==> config.mk <==
export PLATFORM = sky130hd
export DESIGN_NAME = dcc_ctrl
export DESIGN_NICKNAME = d
export VERILOG_FILES = /design/src/logic/dcc_pkg.sv /design/src/logic/dcc_ctrl.sv /design/src/logic/dcc_buf2.sv
export SDC_FILE = /design/constraint.sdc
export NUM_CORES = 1
export LEC_CHECK = 0
export BUFFER_PORTS_ARGS = -buffer_cell sky130_fd_sc_hd__buf_2
export CAP_MARGIN = 20
export CORE_MARGIN = 2
export CORE_UTILIZATION = 38
export DETAILED_ROUTE_END_ITERATION = 6
export PLACE_DENSITY = 0.56
export SLEW_MARGIN = 20
export SYNTH_ARGS = -nofsm -noshare
export SYNTH_HDL_FRONTEND = slang
export SYNTH_HIERARCHICAL = 1
export SYNTH_SLANG_ARGS = --single-unit
==> constraint.sdc <==
create_clock -name i_clk -period 7.2 [get_ports i_clk]
set_input_delay 0.72 -clock i_clk [delete_from_list [all_inputs] [get_ports i_clk]]
set_output_delay 0.72 -clock i_clk [all_outputs]
set_load 0.02 [all_outputs]
==> src/logic/dcc_pkg.sv <==
// Package for the DDR command and init controller: register map, field positions,
// link timing in link-clock periods, command codes and the carrier structs.
// Assumes a 64-bit register port and one SDRAM rank with 16 data lines.
package dcc_pkg;

  // Register window and offsets
  localparam logic [63:0] REG_BASE      = 64'h0000_0000_0ff0_0000;
  localparam logic [63:0] OFF_CFG_ZERO  = 64'h0000_0000_0000_0000;
  localparam logic [63:0] OFF_INIT_CTRL = 64'h0000_0000_0000_0030;

  // Field positions
  localparam int BIT_CONC_PRE  = 48;
  localparam int BIT_SPLIT     = 40;
  localparam int BIT_REF_MODE  = 32;
  localparam int BIT_REF_TRIG  = 24;
  localparam int BIT_START     = 0;
  localparam int BIT_INIT_DONE = 8;

  // Reset value and the bits that carry a parameter
  localparam logic [63:0] CFG_ZERO_RESET = 64'h0000_0000_0000_0000;
  localparam logic [63:0] CFG_ZERO_MASK  = 64'h0001_0101_0000_0000;

  // Link timing, counted in link-clock periods
  localparam logic [4:0] READ_LAT   = 5'h03;
  localparam logic [4:0] WRITE_LAT  = READ_LAT - 5'h01;
  localparam logic [4:0] BURST_LEN  = 5'h08;
  localparam logic [4:0] LAST_CNT   = READ_LAT + BURST_LEN;
  localparam logic [4:0] PRE_WAIT   = 5'h02;
  localparam logic [4:0] INIT_WAIT  = 5'h04;
  localparam logic [4:0] STEP_GAP   = 5'h02;
  localparam logic [2:0] INIT_STEPS = 3'h4;
  localparam logic [14:0] MODE_WORD = 15'h0033;

  // Data path widths
  localparam int DQ_W    = 16;
  localparam int DQM_W   = 2;
  localparam int BURST_W = 128;
  localparam int MASK_W  = 16;

  // Command codes on {ras_n, cas_n, we_n}
  localparam logic [2:0] CMD_NOP = 3'h7;
  localparam logic [2:0] CMD_ACT = 3'h3;
  localparam logic [2:0] CMD_RD  = 3'h5;
  localparam logic [2:0] CMD_WR  = 3'h4;
  localparam logic [2:0] CMD_PRE = 3'h2;
  localparam logic [2:0] CMD_REF = 3'h1;
  localparam logic [2:0] CMD_MRS = 3'h0;

  typedef struct packed {
    logic        cs_n;
    logic [2:0]  rcw;
    logic [2:0]  ba;
    logic [14:0] addr;
  } dcc_cmd_t;

  typedef struct packed {
    logic               write;
    logic [2:0]         ba;
    logic [14:0]        row;
    logic [9:0]         col;
    logic [BURST_W-1:0] wdata;
    logic [MASK_W-1:0]  wmask;
  } dcc_req_t;

  typedef enum logic [2:0] {ST_OFF, ST_INIT, ST_IDLE, ST_ACT, ST_CMD, ST_DATA} dcc_state_t;

  localparam dcc_cmd_t CMD_IDLE = '{cs_n: 1'b1, rcw: CMD_NOP, ba: 3'h0, addr: 15'h0000};

endpackage

==> src/logic/dcc_ctrl.sv <==
// Command side of the DDR controller: register port, init sequence, read/write
// command encoding, write latency and masking, refresh trigger, read buffer.
// Assumes the memory clock arrives as a pin slower than i_clk and is sampled here.
`timescale 1ns/10ps
module dcc_ctrl import dcc_pkg::*; (
  // Clock and reset
  input  wire logic               i_clk,
  input  wire logic               i_reset_n,
  // Register port
  input  wire logic               i_reg_wr,
  input  wire logic               i_reg_rd,
  input  wire logic [63:0]        i_reg_addr,
  input  wire logic [63:0]        i_reg_wdata,
  output logic [63:0]             o_reg_rdata,
  output logic                    o_reg_rvalid,
  // Access requests
  input  wire logic               i_req_valid,
  input  wire dcc_req_t           i_req,
  output logic                    o_req_ready,
  // Read bursts out
  output logic                    o_rd_valid,
  output logic [BURST_W-1:0]      o_rd_data,
  input  wire logic               i_rd_ready,
  // Memory side
  input  wire logic               i_mem_clk,
  output dcc_cmd_t                o_cmd,
  input  wire logic [DQ_W-1:0]    i_dq,
  output logic [DQ_W-1:0]         o_dq,
  output logic                    o_dq_oe,
  output logic [DQM_W-1:0]        o_dqm,
  output logic                    o_dqs,
  output logic                    o_dqs_oe
);

  dcc_state_t         state_q, state_d;
  dcc_cmd_t           cmd_q, cmd_d;
  dcc_req_t           req_q, req_d;
  logic [63:0]        cfg_q;
  logic               start_q, done_q, done_d;
  logic               ref_pend_q, ref_due_q, ref_due_d, ref_issue;
  logic               gap_q, gap_d;
  logic [4:0]         cnt_q, cnt_d, pre_q, pre_d;
  logic [2:0]         step_q, step_d, last_bank_q, last_bank_d;
  logic [BURST_W-1:0] rdata_q, rdata_d;
  logic               push_q, push_d;
  logic [DQ_W-1:0]    dq_q, dq_d;
  logic               oe_q, oe_d, dqs_q, dqs_d;
  logic [DQM_W-1:0]   dqm_q, dqm_d;
  logic               mclk_s1, mclk_s2, mclk_s3;
  logic [DQ_W-1:0]    dq_s1, dq_s2;
  logic               tick;
  logic               buf_in_ready;
  logic [2:0]         wbeat, rbeat;

  // Pin synchronisers; mclk_s1 and dq_s1 feed only the next stage
  always_ff @(posedge i_clk or negedge i_reset_n) begin
    if (!i_reset_n) begin
      {mclk_s1, mclk_s2, mclk_s3} <= 3'h0;
      dq_s1 <= '0;
      dq_s2 <= '0;
    end else begin
      {mclk_s1, mclk_s2, mclk_s3} <= {i_mem_clk, mclk_s1, mclk_s2};
      dq_s1 <= i_dq;
      dq_s2 <= dq_s1;
    end
  end
  assign tick = mclk_s2 && !mclk_s3;  // One-cycle enable per link rising edge

  // Register decode over the fixed window
  logic hit_cfg, hit_init, wr_cfg, wr_init, trig_wr;
  assign hit_cfg  = (i_reg_addr == REG_BASE + OFF_CFG_ZERO);
  assign hit_init = (i_reg_addr == REG_BASE + OFF_INIT_CTRL);
  assign wr_cfg   = i_reg_wr && hit_cfg;
  assign wr_init  = i_reg_wr && hit_init;
  assign trig_wr  = wr_cfg && i_reg_wdata[BIT_REF_TRIG];

  // Live configuration bits
  logic conc_en, split_en, ref_cmd_bnd;
  assign conc_en     = cfg_q[BIT_CONC_PRE];
  assign split_en    = cfg_q[BIT_SPLIT];
  assign ref_cmd_bnd = cfg_q[BIT_REF_MODE];

  // Register file; only parameter bits are stored, so reserved bits stay inert
  always_ff @(posedge i_clk or negedge i_reset_n) begin
    if (!i_reset_n) begin
      cfg_q      <= CFG_ZERO_RESET;
      start_q    <= 1'b0;
      ref_pend_q <= 1'b0;
    end else begin
      if (wr_cfg) cfg_q <= i_reg_wdata & CFG_ZERO_MASK;
      if (wr_init && i_reg_wdata[BIT_START]) start_q <= 1'b1;
      ref_pend_q <= trig_wr || (ref_pend_q && !ref_issue);     // set wins
    end
  end

  // Read answer one cycle after the strobe; unmapped reads give zero
  logic [63:0] init_word;
  assign init_word = (64'(start_q) << BIT_START) | (64'(done_q) << BIT_INIT_DONE);
  always_ff @(posedge i_clk or negedge i_reset_n) begin
    if (!i_reset_n) begin
      o_reg_rdata  <= 64'h0;
      o_reg_rvalid <= 1'b0;
    end else begin
      o_reg_rvalid <= i_reg_rd;
      o_reg_rdata  <= !i_reg_rd ? 64'h0 : hit_cfg ? cfg_q : hit_init ? init_word : 64'h0;
    end
  end

  // Request gating: refresh at command boundary goes ahead of waiting requests
  logic pre_ok, ref_block;
  assign pre_ok      = (pre_q == 5'h00) || (conc_en && i_req.ba != last_bank_q);
  assign ref_block   = ref_pend_q && (ref_cmd_bnd || ref_due_q);
  assign o_req_ready = (state_q == ST_IDLE) && done_q && pre_ok && !gap_q && !ref_block
                       && (i_req.write || buf_in_ready);
  assign ref_issue   = (state_q == ST_IDLE) && tick && ref_pend_q && pre_q == 5'h00
                       && (ref_block || !i_req_valid);
  assign wbeat       = 3'(cnt_d - WRITE_LAT);
  assign rbeat       = 3'(cnt_q - READ_LAT - 5'h01);

  // Init step commands: precharge all, two refreshes, mode load
  function automatic dcc_cmd_t init_cmd(input logic [2:0] step);
    dcc_cmd_t c;
    c = '{cs_n: 1'b0, rcw: CMD_PRE, ba: 3'h0, addr: 15'h0400};
    if (step == 3'h1 || step == 3'h2) c.rcw = CMD_REF;
    if (step == 3'h3) begin
      c.rcw  = CMD_MRS;
      c.addr = MODE_WORD;
    end
    return c;
  endfunction

  // Sequencer; pin-facing state only moves on link ticks
  always_comb begin
    state_d = state_q;  cmd_d = cmd_q;  req_d = req_q;  cnt_d = cnt_q;
    pre_d = pre_q;  step_d = step_q;  done_d = done_q;  gap_d = gap_q;
    last_bank_d = last_bank_q;  rdata_d = rdata_q;  ref_due_d = ref_due_q;
    push_d = push_q && !buf_in_ready;
    dq_d = dq_q;  oe_d = oe_q;  dqm_d = dqm_q;  dqs_d = dqs_q;
    if (tick) begin
      cmd_d = CMD_IDLE;  // Commands last one link period
      gap_d = 1'b0;
      if (pre_q != 5'h00) pre_d = pre_q - 5'h01;
    end
    if (ref_issue) begin
      cmd_d     = '{cs_n: 1'b0, rcw: CMD_REF, ba: 3'h0, addr: 15'h0000};
      ref_due_d = 1'b0;
    end
    unique case (state_q)
      ST_OFF: if (start_q) begin  // held here until start
        state_d = ST_INIT;
        cnt_d   = INIT_WAIT;
        step_d  = 3'h0;
      end
      ST_INIT: if (tick) begin
        if (cnt_q != 5'h00) begin
          cnt_d = cnt_q - 5'h01;
        end else begin
          cmd_d  = init_cmd(step_q);
          cnt_d  = STEP_GAP;
          step_d = step_q + 3'h1;
          if (step_q == INIT_STEPS - 3'h1) begin
            state_d = ST_IDLE;
            done_d  = 1'b1;
          end
        end
      end
      ST_IDLE: if (i_req_valid && o_req_ready) begin
        req_d   = i_req;
        state_d = ST_ACT;
      end
      ST_ACT: if (tick) begin
        cmd_d   = '{cs_n: 1'b0, rcw: CMD_ACT, ba: req_q.ba, addr: req_q.row};
        state_d = ST_CMD;
      end
      ST_CMD: if (tick) begin  // Column command with auto-precharge on addr[10]
        cmd_d   = '{cs_n: 1'b0, rcw: req_q.write ? CMD_WR : CMD_RD, ba: req_q.ba,
                    addr: {4'h0, 1'b1, req_q.col}};
        cnt_d   = 5'h00;
        state_d = ST_DATA;
      end
      ST_DATA: if (tick) begin
        cnt_d = cnt_q + 5'h01;
        oe_d  = req_q.write && cnt_d >= WRITE_LAT && cnt_d < WRITE_LAT + BURST_LEN;
        dq_d  = oe_d ? req_q.wdata[{wbeat, 4'h0} +: DQ_W] : '0;
        dqm_d = oe_d ? req_q.wmask[{wbeat, 1'b0} +: DQM_W] : '1;
        dqs_d = oe_d && cnt_d[0];
        if (!req_q.write && cnt_q > READ_LAT && cnt_q <= LAST_CNT) begin
          rdata_d[{rbeat, 4'h0} +: DQ_W] = dq_s2;
        end
        if (cnt_q == LAST_CNT) begin
          state_d     = ST_IDLE;
          pre_d       = PRE_WAIT;
          last_bank_d = req_q.ba;
          gap_d       = !split_en;
          ref_due_d   = ref_pend_q && !ref_cmd_bnd;  // burst boundary
          push_d      = !req_q.write;
        end
      end
      default: state_d = ST_OFF;
    endcase
  end

  // State registers
  always_ff @(posedge i_clk or negedge i_reset_n) begin
    if (!i_reset_n) begin
      state_q <= ST_OFF;  cmd_q <= CMD_IDLE;  req_q <= '0;  cnt_q <= 5'h00;
      pre_q <= 5'h00;  step_q <= 3'h0;  done_q <= 1'b0;  gap_q <= 1'b0;
      last_bank_q <= 3'h0;  rdata_q <= '0;  ref_due_q <= 1'b0;  push_q <= 1'b0;
      dq_q <= '0;  oe_q <= 1'b0;  dqm_q <= '1;  dqs_q <= 1'b0;
    end else begin
      state_q <= state_d;  cmd_q <= cmd_d;  req_q <= req_d;  cnt_q <= cnt_d;
      pre_q <= pre_d;  step_q <= step_d;  done_q <= done_d;  gap_q <= gap_d;
      last_bank_q <= last_bank_d;  rdata_q <= rdata_d;  ref_due_q <= ref_due_d;
      push_q <= push_d;  dq_q <= dq_d;  oe_q <= oe_d;  dqm_q <= dqm_d;  dqs_q <= dqs_d;
    end
  end

  // Pin outputs straight from flops
  assign o_cmd    = cmd_q;
  assign o_dq     = dq_q;
  assign o_dq_oe  = oe_q;
  assign o_dqm    = dqm_q;
  assign o_dqs    = dqs_q;
  assign o_dqs_oe = oe_q;

  // Reads start only while buf_in_ready is high; with conc_en and split_en one can start as the buffer fills, and a write end drops its held push
  dcc_buf2 #(.W(BURST_W)) u_rbuf (
    .i_clk       (i_clk),
    .i_reset_n   (i_reset_n),
    .i_in_valid  (push_q),
    .i_in_data   (rdata_q),
    .o_in_ready  (buf_in_ready),
    .o_out_valid (o_rd_valid),
    .o_out_data  (o_rd_data),
    .i_out_ready (i_rd_ready)
  );

  // Checks
  AST_READ_ENC: assert property (@(posedge i_clk) disable iff (!i_reset_n)
    (state_q == ST_CMD && tick && !req_q.write) |=> (!o_cmd.cs_n && o_cmd.rcw == CMD_RD))
    else $error("read command encoding wrong");
  AST_WRITE_ENC: assert property (@(posedge i_clk) disable iff (!i_reset_n)
    (state_q == ST_CMD && tick && req_q.write) |=> (!o_cmd.cs_n && o_cmd.rcw == CMD_WR))
    else $error("write command encoding wrong");
  AST_DQM_IDLE: assert property (@(posedge i_clk) disable iff (!i_reset_n)
    !o_dq_oe |-> (o_dqm == 2'h3 && !o_dqs_oe))
    else $error("byte mask not idle outside write data");
  AST_WL_START: assert property (@(posedge i_clk) disable iff (!i_reset_n)
    $rose(o_dq_oe) |-> (cnt_q == WRITE_LAT && req_q.write))
    else $error("write data not at write latency");
  AST_CFG_RESET: assert property (@(posedge i_clk)
    !i_reset_n |-> (cfg_q == CFG_ZERO_RESET && !start_q))
    else $error("configuration not at reset value");
  AST_INIT_LAUNCH: assert property (@(posedge i_clk) disable iff (!i_reset_n)
    $rose(start_q) |-> ##[1:200] (!o_cmd.cs_n && o_cmd.rcw == 3'h2))
    else $error("init sequence did not begin");
  AST_NO_EARLY_ACCESS: assert property (@(posedge i_clk) disable iff (!i_reset_n)
    o_req_ready |-> (done_q && start_q))
    else $error("access allowed before init done");
  AST_RESERVED_ZERO: assert property (@(posedge i_clk) disable iff (!i_reset_n)
    (i_reg_rd && hit_cfg) |=> ((o_reg_rdata & ~CFG_ZERO_MASK) == 64'h0))
    else $error("reserved bits read nonzero");
  AST_PRE_HOLD: assert property (@(posedge i_clk) disable iff (!i_reset_n)
    (!conc_en && pre_q != 5'h00) |-> !o_req_ready)
    else $error("request taken during auto-precharge");
  AST_REFRESH_SENT: assert property (@(posedge i_clk) disable iff (!i_reset_n)
    $rose(ref_pend_q) |-> ##[1:1000] (!o_cmd.cs_n && o_cmd.rcw == 3'h1))
    else $error("refresh trigger not served");
  AST_QUIET_BEFORE_START: assert property (@(posedge i_clk) disable iff (!i_reset_n)
    !start_q |-> (o_cmd.cs_n && !o_req_ready && !o_dq_oe))
    else $error("activity before start");

endmodule

==> src/logic/dcc_buf2.sv <==
// Two-entry valid/ready buffer for assembled read bursts.
// Assumes both sides on i_clk; the source watches o_in_ready.
`timescale 1ns/10ps
module dcc_buf2 import dcc_pkg::*; #(
  parameter int W = BURST_W
) (
  // Clock and reset
  input  wire logic         i_clk,
  input  wire logic         i_reset_n,
  // Filling side
  input  wire logic         i_in_valid,
  input  wire logic [W-1:0] i_in_data,
  output logic              o_in_ready,
  // Draining side
  output logic              o_out_valid,
  output logic [W-1:0]      o_out_data,
  input  wire logic         i_out_ready
);

  logic [W-1:0] mem_q [2];
  logic         wp_q;
  logic         rp_q;
  logic [1:0]   cnt_q;
  logic         push;
  logic         pop;

  // Honest full and empty from the occupancy count
  assign o_in_ready  = (cnt_q != 2'h2);
  assign o_out_valid = (cnt_q != 2'h0);
  assign o_out_data  = mem_q[rp_q];
  assign push        = i_in_valid && o_in_ready;
  assign pop         = o_out_valid && i_out_ready;

  // Pointers and count
  always_ff @(posedge i_clk or negedge i_reset_n) begin
    if (!i_reset_n) begin
      wp_q  <= 1'b0;
      rp_q  <= 1'b0;
      cnt_q <= 2'h0;
    end else begin
      if (push) wp_q <= ~wp_q;
      if (pop) rp_q <= ~rp_q;
      cnt_q <= cnt_q + {1'b0, push} - {1'b0, pop};
    end
  end

  // Storage, no reset needed on data
  always_ff @(posedge i_clk) begin
    if (push) mem_q[wp_q] <= i_in_data;
  end

endmodule

==> flow_summary.json <==
{
  "powerDensity_nw_per_um2": 254,
  "synth-compound-area-share": 0.0439,
  "yosys.area.top_type": "dfrtp_1",
  "vias_per_cell": 4.95,
  "tightest_slew_ns": 1.20,
  "maxCapViolCount": 0,
  "setup_tns_ns": 0,
  "die_w_um": 273,
  "reg2reg_to": "o_dq[4]",
  "synth_edf_count": 256,
  "rsz0062_at_grt": "no",
  "yosys-top-cells-area": "dfrtp_1, edfxtp_1, mux2_2",
  "switching_share": 0.229,
  "postCtsHoldBufs": 0,
  "clock_sinks": 672,
  "yosysMostFrequentCell": "mux2_2",
  "cts_tree": "done",
  "first_iter_violations": 914,
  "post-cts-setup-buffers": 0,
  "overflow": 0,
  "final_cell_area_um2": 32800,
  "drc": 0,
  "die_height_um": 273,
  "reg2regPathDepth": 9,
  "drt_pass1_iterations": 5,
  "antenna_found_initial": 19,
  "period_needed_ns": 4.46,
  "syn_to_final_growth_pct": 19.5,
  "skew_ns": 0.0261,
  "wl_met2_mm": 32.8,
  "io_buffers": 443,
  "syn_inst": 1735,
  "synth_top_family_by_area": "multiplexers",
  "multi_input_area_um2": 8490,
  "ctsHtreeMaxLevel": 3,
  "fmax_mhz": 224,
  "wl_met3_mm": 4.63,
  "yosys_register_bits": 672,
  "ios": 562,
  "cp.arrival_ns": 4.99,
  "setup_violations": 0,
  "ir_drop_mv": 0.145,
  "yosysSeqAreaShare": 0.661,
  "grt_usage": 0.180,
  "cts-resized-gates": 0,
  "ys_warn_count": 6,
  "syn-cell-area_um2": 27400,
  "outcome": "finished clean",
  "cp.required_ns": 7.73,
  "vias": 15840,
  "dp_hpwl_mm": 44.2,
  "dieArea_um2": 74300,
  "root_buffer": "clkbuf_16",
  "ys_async_sr_fraction": 0.619,
  "ff2ff_setup_slack_ns": 2.74,
  "critical_path.reg2reg.startpoint": "cnt_q[0]",
  "clkPwrFrac": 0.452,
  "final_hold_viol_count": 0,
  "synthMuxAreaShare": 0.203,
  "synth.top_cells.by_count": "mux2_2, dfrtp_1, edfxtp_1",
  "gp_congestion": 0.863,
  "fin_ws_ns": 2.74,
  "yosys.area.top_type_share": 0.374,
  "layout-drive-gt1-share": 0.480,
  "nets": 2522,
  "utilization": 0.458,
  "met1Wirelength_mm": 28.5,
  "intPower_w": 0.00643,
  "grt_max_degree": 174,
  "synthAdderAreaFrac": 0.00639,
  "combinationalPowerShare": 0.058,
  "synth.avg_cell_area_um2": 15.8,
  "seqCellArea_um2": 18100,
  "critPathLaunchType": "flop",
  "pre_cts_ws_ns": 2.62,
  "min_period_over_period": 0.619,
  "ys_types": 78,
  "power.share.sequential": 0.490,
  "dp.cells": 3055,
  "path_max_fanout": 20,
  "core-area_um2": 71500,
  "grt_pass1_wl_mm": 102,
  "highest_layer": "met5",
  "drtAntennaViolNets": 0,
  "slew_headroom": 0.201,
  "synth-xor-area-share": 0.00383,
  "drt-total-wl_mm": 67.6,
  "clk_path_buf_depth": 3,
  "path_clk_slew_ns": 0.06,
  "p_switching_w": 0.00191,
  "final-instance-count-excl-fill": 3197,
  "slew_violations": 0,
  "n_fill_cell": 6373,
  "start_util": 0.383,
  "routedWlPerCell_um": 21.1,
  "fp-row-count": 98,
  "hold_path_class": "in2async",
  "crit_type": "reg2reg",
  "grt_pass1_vias": 16471,
  "cts_buffers": 75,
  "cp-end-kind": "flop",
  "synth_flop_cell": "dfrtp_1",
  "postPlaceCellArea_um2": 30300,
  "worstSkewPairLatency_ns": 0.62,
  "synth_simple_gate_area_frac": 0.0426,
  "p_leak_nw": 13.9
}
==> critical path, stage by stage (launching register included) <==
cell and delay [ns]:
dfrtp_1 0.69, inv_1 0.23, ha_1 0.55, inv_1 0.17
nor3_1 0.20, o21a_1 0.81, inv_1 0.34, nand2_1 0.82
o221ai_1 0.34, a21oi_1 0.22
==> area by class of cell <==
class	instances	share of cell area
antenna	3	0.000229
clock buffer	103	0.0636
clock inverter	34	0.0109
inverter	20	0.00244
multi-input combinational	954	0.259
sequential	672	0.553
tap	950	0.0363
timing repair buffer	461	0.0748
==> per-stage QoR <==
stage | hold slack [ns] | total power (W)
floorplan | 0.331 | 0.00450
global placement | 0.334 | 0.00464
detailed placement | 0.335 | 0.00466
CTS | 0.148 | 0.00847
global route | 0.174 | 0.00867
finish | 0.123 | 0.00833
==> power groups by stage <==
stage | Combinational (W) | Sequential (W) | Clock, W
final | 0.000486 | 0.00408 | 0.00377
after global routing | 0.000531 | 0.00409 | 0.00404
after CTS | 0.000497 | 0.00409 | 0.00388
after detailed placement | 0.000495 | 0.00416 | 0
after global placement | 0.000484 | 0.00416 | 0
after floorplan | 0.000408 | 0.00409 | 0
==> cell usage in the layout, fill, tap and decap left out, types with 16 or more instances in the layout <==
cell type,synthesis,routed
edfxtp_1,256,256
nor4_1,17,17
mux2i_1,19,19
buf_2,33,442
nor2_1,37,34
nand2_1,88,87
clkbuf_1,24,19
clkbuf_16,0,76
a21oi_1,28,28
mux2_2,427,427
o211a_1,16,16
conb_1,1,59
dfrtp_1,410,409
a221oi_1,25,25
inv_1,18,18
mux2_4,30,30
o21ai_0,25,25
==> how the worst max path moves through the flow <==
stage / start / to / slack [ns] / cells after the start
3_3_place_gp: cnt_q[0] / o_dq[4] / 2.73 / 9
3_5_place_dp: cnt_q[0] / o_dq[4] / 2.62 / 9
4_1_cts: cnt_q[0] / o_dq[4] / 2.64 / 9
2_1_floorplan: u_rbuf/cnt_q[1] / u_rbuf/mem_q[0][0] / 0.66 / 3
5_1_grt: cnt_q[0] / o_dq[8] / 2.40 / 9
6_report: cnt_q[0] / o_dq[4] / 2.74 / 9
==> registers in the layout, indices dropped and copies added (netlist names), 2 cells and up, named ones only <==
name	count
u_rbuf/mem_q	256
req_q	173
rdata_q	128
o_cmd	22
dq_s1	16
dq_s2	16
o_dq	16
cnt_q	5
o_reg_rdata	5
pre_q	5
cfg_q	3
last_bank_q	3
state_q	3
step_q	3
o_dqm	2
u_rbuf/cnt_q	2
==> kinds of logic (layout without fill, tap and decap cells) <==
group	after synthesis	in the layout
flops	672	672
buf+inv	167	618
xor+xnor	12	12
simple gates	226	226
compound gates	157	157
fa+ha+maj	14	14
other cells	1	62
mux	486	486
==> metal layers <==
layer	track usage	up-vias
li1	-	7209
met4	0.0531	32
met2	0.292	379
met1	0.233	8110
met5	0	-
met3	0.0558	110
Note: power is estimated with default switching activity, not from simulation.
